===== src/logic/alu_map.svh =====
// Register offsets, field positions, reset values for the subtract/swap/xor datapath.
// Assumes byte addressing on the Avalon-MM slave, one 32-bit word per register.
`ifndef ALU_MAP_SVH
`define ALU_MAP_SVH

`define ADDR_ACC        5'h00
`define ADDR_STATUS     5'h04
`define ADDR_CMD        5'h08
`define ADDR_FILE_PTR   5'h0C
`define ADDR_FILE_DATA  5'h10
`define ADDR_DIR        5'h14

`define ST_CARRY        0
`define ST_HALF         1
`define ST_ZERO         2
`define ST_BAD          3

`define CMD_OP_LSB      0
`define CMD_OP_MSB      2
`define CMD_DEST        3
`define CMD_F_LSB       4
`define CMD_F_MSB       10
`define CMD_K_LSB       16
`define CMD_K_MSB       23
`define CMD_MASK        32'h00FF07FF

`define DIR_A_SEL       7'h05
`define DIR_B_SEL       7'h06
`define DIR_C_SEL       7'h07

`define ACC_RESET       8'h00
`define DIR_RESET       8'hFF
`define FILE_RESET      8'h00

`endif


===== src/logic/alu_pkg.sv =====
// Types used by the datapath only; its bench writes op codes as plain numbers.
// Assumes nothing beyond a SystemVerilog compiler.
`default_nettype none
package alu_pkg;
	typedef enum logic [2:0] {
		SUB_ACC_FROM_REG,
		SUB_WITH_BORROW_OP,
		NIBBLE_EXCHANGE_OP,
		DIRECTION_LOAD_OP,
		XOR_LITERAL_OP,
		XOR_REGISTER_OP
	} aluOp_t;
endpackage
`default_nettype wire


===== src/logic/sub_swap_xor_alu_ops.sv =====
// Execution datapath for subtract, subtract-with-borrow, nibble swap, direction load and XOR ops,
// reached by software over an Avalon-MM slave with waitrequest.
// Assumes alu_map.svh and alu_pkg are compiled first; one clock, asynchronous active-high reset.
//
// The implementer's own choices: the placing of the registers and the Avalon-MM interface to the registers.
`timescale 1ns/100ps
`default_nettype none
`include "alu_map.svh"
module sub_swap_xor_alu_ops #(
	parameter int FILE_DEPTH = 128
) (
	input  wire logic        clk,
	input  wire logic        reset,
	input  wire logic [4:0]  address,
	input  wire logic        read,
	input  wire logic        write,
	input  wire logic [3:0]  byteenable,
	input  wire logic [31:0] writedata,
	output logic      [31:0] readdata,
	output logic             waitrequest,
	output logic      [7:0]  portADirection,
	output logic      [7:0]  portBDirection,
	output logic      [7:0]  portCDirection
);
	import alu_pkg::*;

	// Byte lanes not enabled keep the register's current value
	function automatic logic [31:0] laneMerge(input logic [31:0] oldWord, input logic [31:0] newWord,
		input logic [3:0] be);
		logic [31:0] merged;
		merged = oldWord;
		for (int i = 0; i < 4; i++) begin
			if (be[i]) begin
				merged[i*8 +: 8] = newWord[i*8 +: 8];
			end
		end
		return merged;
	endfunction

	logic        ackReg;
	logic        waitReg;
	logic [31:0] readdataReg;
	logic [7:0]  accReg;
	logic        carryReg;
	logic        halfBorrowReg;
	logic        zeroReg;
	logic        badOpReg;
	logic [31:0] cmdReg;
	logic [6:0]  filePtrReg;
	logic [7:0]  portADirReg;
	logic [7:0]  portBDirReg;
	logic [7:0]  portCDirReg;
	logic [7:0]  fileReg [FILE_DEPTH];

	// Bus decode: the access completes on the edge where ackReg is high
	wire         busy       = read | write;
	wire         takeWrite  = write & ackReg;
	wire         selAcc     = address == `ADDR_ACC;
	wire         selStatus  = address == `ADDR_STATUS;
	wire         selCmd     = address == `ADDR_CMD;
	wire         selPtr     = address == `ADDR_FILE_PTR;
	wire         selData    = address == `ADDR_FILE_DATA;
	wire         selDir     = address == `ADDR_DIR;
	wire [31:0]  statusWord = {28'h0000000, badOpReg, zeroReg, halfBorrowReg, carryReg};
	wire [31:0]  dirWord    = {8'h00, portCDirReg, portBDirReg, portADirReg};

	// Read selection: unmapped offsets read as zero
	wire [7:0]   ptrData    = fileReg[filePtrReg];
	wire [31:0]  readMux    = selAcc    ? {24'h000000, accReg} :
	                          selStatus ? statusWord :
	                          selCmd    ? cmdReg :
	                          selPtr    ? {25'h0, filePtrReg} :
	                          selData   ? {24'h000000, ptrData} :
	                          selDir    ? dirWord : 32'h00000000;
	wire [31:0]  mergedWord = laneMerge(readMux, writedata, byteenable);

	// Command fields; a write to the command register executes it at the same edge
	// Ops see the accumulator and file as they stood before the executing edge
	wire         execute    = takeWrite & selCmd;
	wire [31:0]  cmdWord    = mergedWord & `CMD_MASK;
	wire [2:0]   opCode     = cmdWord[`CMD_OP_MSB:`CMD_OP_LSB];
	wire         destToFile = cmdWord[`CMD_DEST];
	wire [6:0]   fAddr      = cmdWord[`CMD_F_MSB:`CMD_F_LSB];
	wire [7:0]   literal    = cmdWord[`CMD_K_MSB:`CMD_K_LSB];
	wire [7:0]   fValue     = fileReg[fAddr];
	wire aluOp_t op         = aluOp_t'(opCode);

	// Nine- and five-bit differences: the top bit is the borrow out of the byte or low nibble
	wire         isBorrowOp = op == SUB_WITH_BORROW_OP;
	wire         borrowIn   = isBorrowOp & ~carryReg;
	wire [8:0]   diffFull   = {1'b0, fValue} - {1'b0, accReg} - {8'h00, borrowIn};
	wire [4:0]   diffLow    = {1'b0, fValue[3:0]} - {1'b0, accReg[3:0]} - {4'h0, borrowIn};

	// Per-op decode: the result and which state the op may change
	logic [7:0]  result;
	logic        updArith;
	logic        updZero;
	logic        writesDest;
	logic        dirLoad;
	logic        illegal;

	always_comb begin
		result     = 8'h00;
		updArith   = 1'b0;
		updZero    = 1'b0;
		writesDest = 1'b0;
		dirLoad    = 1'b0;
		illegal    = 1'b0;
		unique case (op)
			SUB_ACC_FROM_REG, SUB_WITH_BORROW_OP: begin
				result     = diffFull[7:0];
				updArith   = 1'b1;
				updZero    = 1'b1;
				writesDest = 1'b1;
			end
			NIBBLE_EXCHANGE_OP: begin
				result     = {fValue[3:0], fValue[7:4]};
				writesDest = 1'b1;
			end
			DIRECTION_LOAD_OP: begin
				// Operands other than 5, 6 and 7 only raise the sticky error
				dirLoad    = 1'b1;
				illegal    = fAddr != `DIR_A_SEL && fAddr != `DIR_B_SEL && fAddr != `DIR_C_SEL;
			end
			XOR_LITERAL_OP: begin
				result     = accReg ^ literal;
				updZero    = 1'b1;
			end
			XOR_REGISTER_OP: begin
				result     = accReg ^ fValue;
				updZero    = 1'b1;
				writesDest = 1'b1;
			end
			default: begin
				// Op codes 6 and 7 are undefined
				illegal    = 1'b1;
			end
		endcase
	end

	// Destination routing: literal XOR always lands in the accumulator
	wire         toFile     = execute & writesDest & destToFile;
	wire         toAcc      = execute & ((writesDest & ~destToFile) | op == XOR_LITERAL_OP);
	wire         accSwWrite = takeWrite & selAcc;
	wire         stSwWrite  = takeWrite & selStatus;
	wire         dataWrite  = takeWrite & selData;
	wire         fileWe     = toFile | dataWrite;
	wire [6:0]   fileWrAddr = toFile ? fAddr : filePtrReg;
	wire [7:0]   fileWrData = toFile ? result : mergedWord[7:0];
	wire         loadA      = execute & dirLoad & fAddr == `DIR_A_SEL;
	wire         loadB      = execute & dirLoad & fAddr == `DIR_B_SEL;
	wire         loadC      = execute & dirLoad & fAddr == `DIR_C_SEL;

	// Flag next values and the loads that apply them
	wire         carryNext  = ~diffFull[8];
	wire         halfNext   = ~diffLow[4];
	wire         zeroNext   = result == 8'h00;
	wire         badSet     = execute & illegal;
	wire         arithLoad  = execute & updArith;
	wire         zeroLoad   = execute & updZero;

	// Registered handshake: waitrequest drops for exactly one cycle per request
	wire         ackNext    = busy & ~ackReg;
	wire         readTake   = read & ~ackReg;

	always_ff @(posedge clk or posedge reset) begin
		if (reset) begin
			ackReg  <= 1'b0;
			waitReg <= 1'b1;
		end else begin
			ackReg  <= ackNext;
			waitReg <= ~ackNext;
		end
	end

	// Read data are taken in the request cycle so they stand through the acknowledge cycle
	always_ff @(posedge clk or posedge reset) begin
		if (reset) begin
			readdataReg <= 32'h00000000;
		end else if (readTake) begin
			readdataReg <= readMux;
		end
	end

	// An executing op has priority over a software write to the accumulator
	always_ff @(posedge clk or posedge reset) begin
		if (reset) begin
			accReg <= `ACC_RESET;
		end else if (toAcc) begin
			accReg <= result;
		end else if (accSwWrite) begin
			accReg <= mergedWord[7:0];
		end
	end

	// Flags: an executing op wins over a software status write; error bit set wins over clear
	always_ff @(posedge clk or posedge reset) begin
		if (reset) begin
			carryReg      <= 1'b0;
			halfBorrowReg <= 1'b0;
		end else if (arithLoad) begin
			carryReg      <= carryNext;
			halfBorrowReg <= halfNext;
		end else if (stSwWrite) begin
			carryReg      <= mergedWord[`ST_CARRY];
			halfBorrowReg <= mergedWord[`ST_HALF];
		end
	end

	always_ff @(posedge clk or posedge reset) begin
		if (reset) begin
			zeroReg <= 1'b0;
		end else if (zeroLoad) begin
			zeroReg <= zeroNext;
		end else if (stSwWrite) begin
			zeroReg <= mergedWord[`ST_ZERO];
		end
	end

	// Sticky error: only a software write clears it, and a same-cycle set still wins
	always_ff @(posedge clk or posedge reset) begin
		if (reset) begin
			badOpReg <= 1'b0;
		end else if (badSet) begin
			badOpReg <= 1'b1;
		end else if (stSwWrite) begin
			badOpReg <= mergedWord[`ST_BAD];
		end
	end

	// Command readback holds the last executed word, masked to its defined fields
	always_ff @(posedge clk or posedge reset) begin
		if (reset) begin
			cmdReg <= 32'h00000000;
		end else if (execute) begin
			cmdReg <= cmdWord;
		end
	end

	// The pointer picks the file entry that the data offset reads and writes
	always_ff @(posedge clk or posedge reset) begin
		if (reset) begin
			filePtrReg <= 7'h00;
		end else if (takeWrite & selPtr) begin
			filePtrReg <= mergedWord[6:0];
		end
	end

	// Direction loads take the accumulator as it stood before the executing edge
	always_ff @(posedge clk or posedge reset) begin
		if (reset) begin
			portADirReg <= `DIR_RESET;
		end else if (loadA) begin
			portADirReg <= accReg;
		end
	end

	always_ff @(posedge clk or posedge reset) begin
		if (reset) begin
			portBDirReg <= `DIR_RESET;
		end else if (loadB) begin
			portBDirReg <= accReg;
		end
	end

	always_ff @(posedge clk or posedge reset) begin
		if (reset) begin
			portCDirReg <= `DIR_RESET;
		end else if (loadC) begin
			portCDirReg <= accReg;
		end
	end

	// Data file: one flip-flop word per address
	for (genvar g = 0; g < FILE_DEPTH; g++) begin : gFile
		always_ff @(posedge clk or posedge reset) begin
			if (reset) begin
				fileReg[g] <= `FILE_RESET;
			end else if (fileWe && fileWrAddr == 7'(g)) begin
				fileReg[g] <= fileWrData;
			end
		end
	end

	// Every output comes straight from a flip-flop
	assign readdata       = readdataReg;
	assign waitrequest    = waitReg;
	assign portADirection = portADirReg;
	assign portBDirection = portBDirReg;
	assign portCDirection = portCDirReg;
endmodule // sub_swap_xor_alu_ops
`default_nettype wire


===== config.mk =====
export PLATFORM = sky130hd
export DESIGN_NAME = sub_swap_xor_alu_ops
export DESIGN_NICKNAME = d
export VERILOG_FILES = /design/src/logic/alu_pkg.sv /design/src/logic/sub_swap_xor_alu_ops.sv
export VERILOG_INCLUDE_DIRS = /design/src /design/src/logic
export SDC_FILE = /design/constraint.sdc
export NUM_CORES = 2
export LEC_CHECK = 0
export BUFFER_PORTS_ARGS = -buffer_cell sky130_fd_sc_hd__buf_2
export CAP_MARGIN = 20
export CORE_MARGIN = 2
export CORE_UTILIZATION = 35
export CTS_BUF_LIST = sky130_fd_sc_hd__clkbuf_8
export DETAILED_ROUTE_END_ITERATION = 12
export GPL_TIMING_DRIVEN = 0
export SLEW_MARGIN = 0
export SYNTH_ARGS = -nofsm -noshare
export SYNTH_HDL_FRONTEND = slang
export SYNTH_SLANG_ARGS = --single-unit

===== constraint.sdc =====
create_clock -name clk -period 45.7 [get_ports clk]
set_input_delay 6.855 -clock clk [delete_from_list [all_inputs] [get_ports clk]]
set_output_delay 6.855 -clock clk [all_outputs]
set_load 0.01 [all_outputs]

## Word level (Yosys, flattened, before mapping)

Cells that the tools add are included.

- Add/subtract/negate cells: 4
- Multiply operators: 0
- Divide/modulo/power cells: 0
- Magnitude comparators: 2
- Equal/unequal tests: 143
- Shifts and indexed selects: 0
- Muxes and demuxes: 33
- Bitwise gates (word level): 33
- Reductions and logical operators: 142

Operators by type and width:

| kind | count |
|---|---|
| $eq 7x7->1 const B | 64 |
| $eq 7x6->1 const B | 32 |
| $mux 24 | 6 |
| $logic_and 1x1->1 | 130 |
| $bmux 8 s7 | 2 |
| $eq 7x5->1 const B | 16 |
| $mux 8 | 9 |
| $eq 7x4->1 const B | 8 |
| $eq 7x3->1 const B | 7 |
| $pmux 8 s4 | 1 |
| $ne 7x3->1 const B | 3 |
| $and 1x1->1 | 20 |
| $ge 8x8->1 const B | 2 |
| $not 7->8 | 2 |
| $xor 8x8->8 | 2 |
| $eq 7x2->1 const B | 2 |
| $mux 1 | 12 |
| $eq 5x4->1 const B | 2 |
| $eq 5x5->1 const B | 2 |
| $sub 8x8->9 | 1 |
| $sub 9x1->9 | 1 |
| $logic_not 8->1 | 1 |
| $reduce_bool 2->1 | 4 |
| $reduce_or 4->1 | 2 |
| other kinds (17) | 26 |

- Register bits: 1,112
- Bits in latches: 0
- Memory bits (writable): 0
- Bits in read-only memories: 0
- Input bits: 45
- Output and inout port bits: 57
- Logic and storage cells: 498
- Memories kept: 0

## Depth between registers and ports, before layout

- Depth after elaboration: 19
- Mapped depth: 37
- Depth with buffers taken out: 25

## Worst setup path before layout

Ideal clock, no wire load.

- Path type: input to register
- From: input port address[3]
- To: register fileReg[485] (netlist name)
- Arrival time: 12.436 ns
- Data required time: 45.575 ns
- Path slack: 33.140 ns
- Stages on the path: 27
- Path buffers: 8
- Cells stage by stage: clkbuf_1 > nand2b_1 > nor4_1 > nand2_1 > o21ai_4 > buf_4 > buf_4 > buf_2 > buf_4 > buf_2 > a22oi_1 > a211oi_1 > a31oi_1 > fa_1 > ha_1 > nand2b_1 > o21ai_0 > nand2b_1 > a21oi_1 > nor3_1 > a21oi_1 > o22ai_1 > nand3b_1 > mux2_2 > buf_2 > buf_2 > mux2_2

- Longest elaborated chain between the ends: 16

RTL lines:

| item | RTL line | source |
|---|---|---|
| start: declaration | sub_swap_xor_alu_ops.sv:14 | `input wire logic [4:0] address,` |
| $eq 5x5->1 (no source line) | n/a |  |
| $mux 24 | sub_swap_xor_alu_ops.sv:74 | `selDir ? dirWord : 32'h00000000;` |
| $mux 24 | sub_swap_xor_alu_ops.sv:73 | `selData ? {24'h000000, ptrData} :` |
| $mux 24 | sub_swap_xor_alu_ops.sv:72 | `selPtr ? {25'h0, filePtrReg} :` |
| $mux 24 | sub_swap_xor_alu_ops.sv:71 | `selCmd ? cmdReg :` |
| $mux 24 | sub_swap_xor_alu_ops.sv:70 | `selStatus ? statusWord :` |
| $mux 24 | sub_swap_xor_alu_ops.sv:69 | `wire [31:0] readMux = selAcc ? {24'h000000, accReg} :` |
| $mux 8 / $mux 3 (equally long branches) | sub_swap_xor_alu_ops.sv:33 | `if (be[i]) begin` |
| $not 7->8 (implied by the code) (tied with other cells) | sub_swap_xor_alu_ops.sv:85 | `wire [7:0] fValue = fileReg[fAddr];` |
| $bmux 8 s7 / $reduce_or 4->1 (equally long branches) | n/a |  |
| $mux 8 (implied by the code) / $mux 1 (equally long branches) | sub_swap_xor_alu_ops.sv:85, sub_swap_xor_alu_ops.sv:109 |  |
| $mux 8 (implied by the code) / $and 1x1->1 (equally long branches) | sub_swap_xor_alu_ops.sv:85, sub_swap_xor_alu_ops.sv:142 |  |
| $sub 8x8->9 / $and 1x1->1 (equally long branches) | sub_swap_xor_alu_ops.sv:91, sub_swap_xor_alu_ops.sv:142 |  |
| $sub 9x1->9 / $mux 7 (equally long branches) | sub_swap_xor_alu_ops.sv:91, sub_swap_xor_alu_ops.sv:148 |  |
| $pmux 8 s4 / $eq 7x7->1 (equally long branches) | sub_swap_xor_alu_ops.sv:109, sub_swap_xor_alu_ops.sv:279 |  |
| $mux 8 / $logic_and 1x1->1 (equally long branches) | sub_swap_xor_alu_ops.sv:149, sub_swap_xor_alu_ops.sv:279 |  |
| end signal: indexed assignment | sub_swap_xor_alu_ops.sv:278 | `` fileReg[g] <= `FILE_RESET; `` |
| end signal: indexed assignment | sub_swap_xor_alu_ops.sv:280 | `fileReg[g] <= fileWrData;` |
| end: declaration | sub_swap_xor_alu_ops.sv:53 | `logic [7:0] fileReg [FILE_DEPTH];` |

Several ways; a longest one is shown, not always the timed one. The select of a mux whose other input is x is not followed.
A chain may end at the register's enable or synchronous reset.

## Worst setup path after layout

- From: input port address[4]
- To: register fileReg[342] (netlist name)

The elaborated chain is that of the path after synthesis.

==> impl_results.md <==
* DR WL/cell at 53.1 µm
* Hold Fails Final Rpt at 0
* CP peak stage delay at 1.06 ns
* Tcrit/Tclk final at 41.4%
* Asr flop ratio synth at 100%
* Reg2reg setup slack at 29.78 ns
* Final WL at 454000 µm
* EDFF count, synth at 0
* Starting Density at 35.3%
* RSZ-0062 raised after global routing: false
* Mean post-synth cell area at 11.4 µm²
* Layout cells sized above 1 at 34.9%
* Synthesis Warnings at 0
* Antenna violations before repair at 106
* Critical Path Source: address[4]
* Post-synthesis mux area share at 31.5%
* Pleak at 33.3 nW
* Worst setup path endpoint: fileReg[342]
* Tot GR Track Use at 48.4%
* Worst slack at placement at 27.05 ns
* RD Place Congestion at 1.11
* Post-synthesis cell type count at 95
* Placed insts at 8038
* Clk buf depth at 3
* Max-cap violations at 0
* Finished Layout Cells at 8540
* Post-route design area at 72500 µm²
* Vias per cell at 7.23
* Worst R2R End: fileReg[342]
* Final HPWL DP at 318000 µm
* Commonest non-fill, non-tap cells in the layout: dfrtp_1, mux2_2, nand2_1, mux2i_1, buf_2
* Final Setup Violations at 0
* DRT Pass-1 Iters at 10
* Sequential share of the synthesized area at 44.3%
* CTS buffer count at 204
* TNS Setup at 0 ns
* Worst Min Path Start: readdata[8]
* DRC at 0
* Post-synthesis xor/xnor area fraction at 0.237%
* Skew-Pair Late Insertion Delay at 1.11 ns
* Post-Synth Adder-Cell Area at 0.302%
* F_max at 52.9 MHz
* Outcome: finished, final reports clean
* WS Path Type: primary input to flop
* Area grow syn2layout at 15.3%
* Clk_skew at 0.0899 ns
* Die Area at 183000 µm²
* Hold Crit Class: flop to flop
* Worst reg2reg path depth at 35
* Critical-path top delay cell: buf_2
* Min Tclk post-route at 18.91 ns
* IR drop worst, VDD at 0.0000330 V
* First-pass GRT wire length at 576000 µm
* Largest net degree at the start of global routing at 127
* Nets at 5953
* Pwr Density at 39.6 nW/µm²
* Mapped Cells at 5515
* Post-CTS setup buffers at 0
* Vias at 61800
* Setup ws final at 26.79 ns
* FF-to-FF Start: filePtrReg[2]
* Area post-placement at 67900 µm²
* Clock transition at path regs at 0.07 ns
* Number of synthesized register bits at 1112
* Top_reg_cell synth: dfrtp_1
* CTS tree: yes
* Crit Path Max Fanout at 11
* Fillers at 17400
* Post-CTS Hold Buffers at 0
* Crit path DAT at 19.82 ns
* Slew Limit Fails at 0
* CP Launch Type: primary input
* Post-synthesis simple-gate area fraction at 9.31%
* CTS H-tree depth at 4
* Worst slew margin at 7.21%
* CP dominant cell by count: buf_2
* Die X at 428 µm
* Port bufs at 73
* Vias in the first global route at 54900
* Row count at 155
* Most common cell after layout, fill and taps aside: dfrtp_1
* Post-synthesis compound-gate area fraction at 10.0%
* Number of gates resized after CTS at 0
* CP Capture Type: flop
* Total power at 0.00287 W
* Main combinational cell family by area after synthesis: multiplexers
* Clk root buf: clkbuf_8
* Io pins at 102
* Core area at 178000 µm²
* Sink Count at 1112
* Worst Path Required at 46.61 ns
* Synthesized cell area at 62900 µm²
* Total gr overflow at 0
* Reg area at 27900 µm²
* Die Span Y at 428 µm
* Multi-input gate area at 32500 µm²
* Worst-margin pin slew at 1.39 ns
* DRC marker count from the first detailed-route iteration at 11400
* Post-route ant nets at 0
-- through the flow --
step / hold slack [ns] / util [%]
global route: 0.502 / 40.5
floorplan: 0.445 / -
detailed placement: 0.466 / 38.0
CTS: 0.478 / 40.4
global placement: 0.461 / 37.1
finish: 0.472 / 40.6
-- metal layers --
| layer | up-vias | global-route usage [%] | part of all wire [%] |
|---|---|---|---|
| met5 | - | 1.56 | 0.11 |
| met1 | 31600 | 56.9 | 36 |
| met2 | 6521 | 63.7 | 39 |
| met4 | 38 | 43.9 | 11 |
| met3 | 2081 | 24.1 | 15 |
| li1 | 21500 | - | - |
-- flip-flops by register name, indices dropped and copies added (netlist names) --
name / count
zeroReg: 1
portBDirection: 8
cmdReg: 19
portADirection: 8
filePtrReg: 7
badOpReg: 1
fileReg: 1024
portCDirection: 8
carryReg: 1
halfBorrowReg: 1
readdata: 24
waitrequest: 1
accReg: 8
ackReg: 1
-- cells in the mapped netlist, drive strengths merged (49+ instances only) --
cell type,instances,area [µm²]
nor2,123,462
a22oi,98,736
dfrtp,1087,27200
mux2,977,11000
nand2,756,2840
and3,49,307
nand4,50,313
buf,323,1940
nand3,232,1160
a21oi,166,831
o21ai,241,1240
mux4,213,4800
clkbuf,151,567
mux2i,404,4040
-- cell families (layout without fill, tap and decap cells) --
logic type	count (synthesis)	count (layout)
AO/OA/AOI/OAI	929	929
other	1	136
AND/OR/NAND/NOR	1327	1327
XOR/XNOR	17	17
flip-flops	1112	1112
multiplexers	1594	1594
buffers and inverters	521	1056
adder cells (fa/ha/maj)	14	14
-- power breakdown --
group          switching, W  internal, W
logic              0.000661     0.000170
clock network      0.000502     0.000534
registers        0.00000766     0.000994
-- final cells by class --
cell class              count  area share, %
multi-input cells        3889           44.9
inverters                  47          0.254
diodes                    128          0.442
flip-flops and latches   1112           38.4
clock inverters           115          0.975
clock buffers             254           4.82
plain buffers             474           3.57
well taps                2355           4.06
repair buffers            166           2.55
-- worst min-delay path by stage --
| stage | to | slack (ns) | depth (start not counted) |
|---|---|---|---|
| 2_1_floorplan | cmdReg[0] | 0.44 | 2 |
| 3_3_place_gp | readdata[11] | 0.46 | 2 |
| 3_5_place_dp | readdata[12] | 0.47 | 2 |
| 4_1_cts | readdata[12] | 0.48 | 2 |
| 5_1_grt | cmdReg[3] | 0.50 | 2 |
| 6_report | readdata[8] | 0.47 | 2 |
-- worst max-delay path: cells and delay by family --
family	cells	cell delay, ns
AO/OA/AOI/OAI	12	4.26
adder cells (fa/ha/maj)	2	0.85
AND/OR/NAND/NOR	8	2.52
XOR/XNOR	1	0.16
buffers and inverters	8	5.01
(Power assumes the default switching activity.)
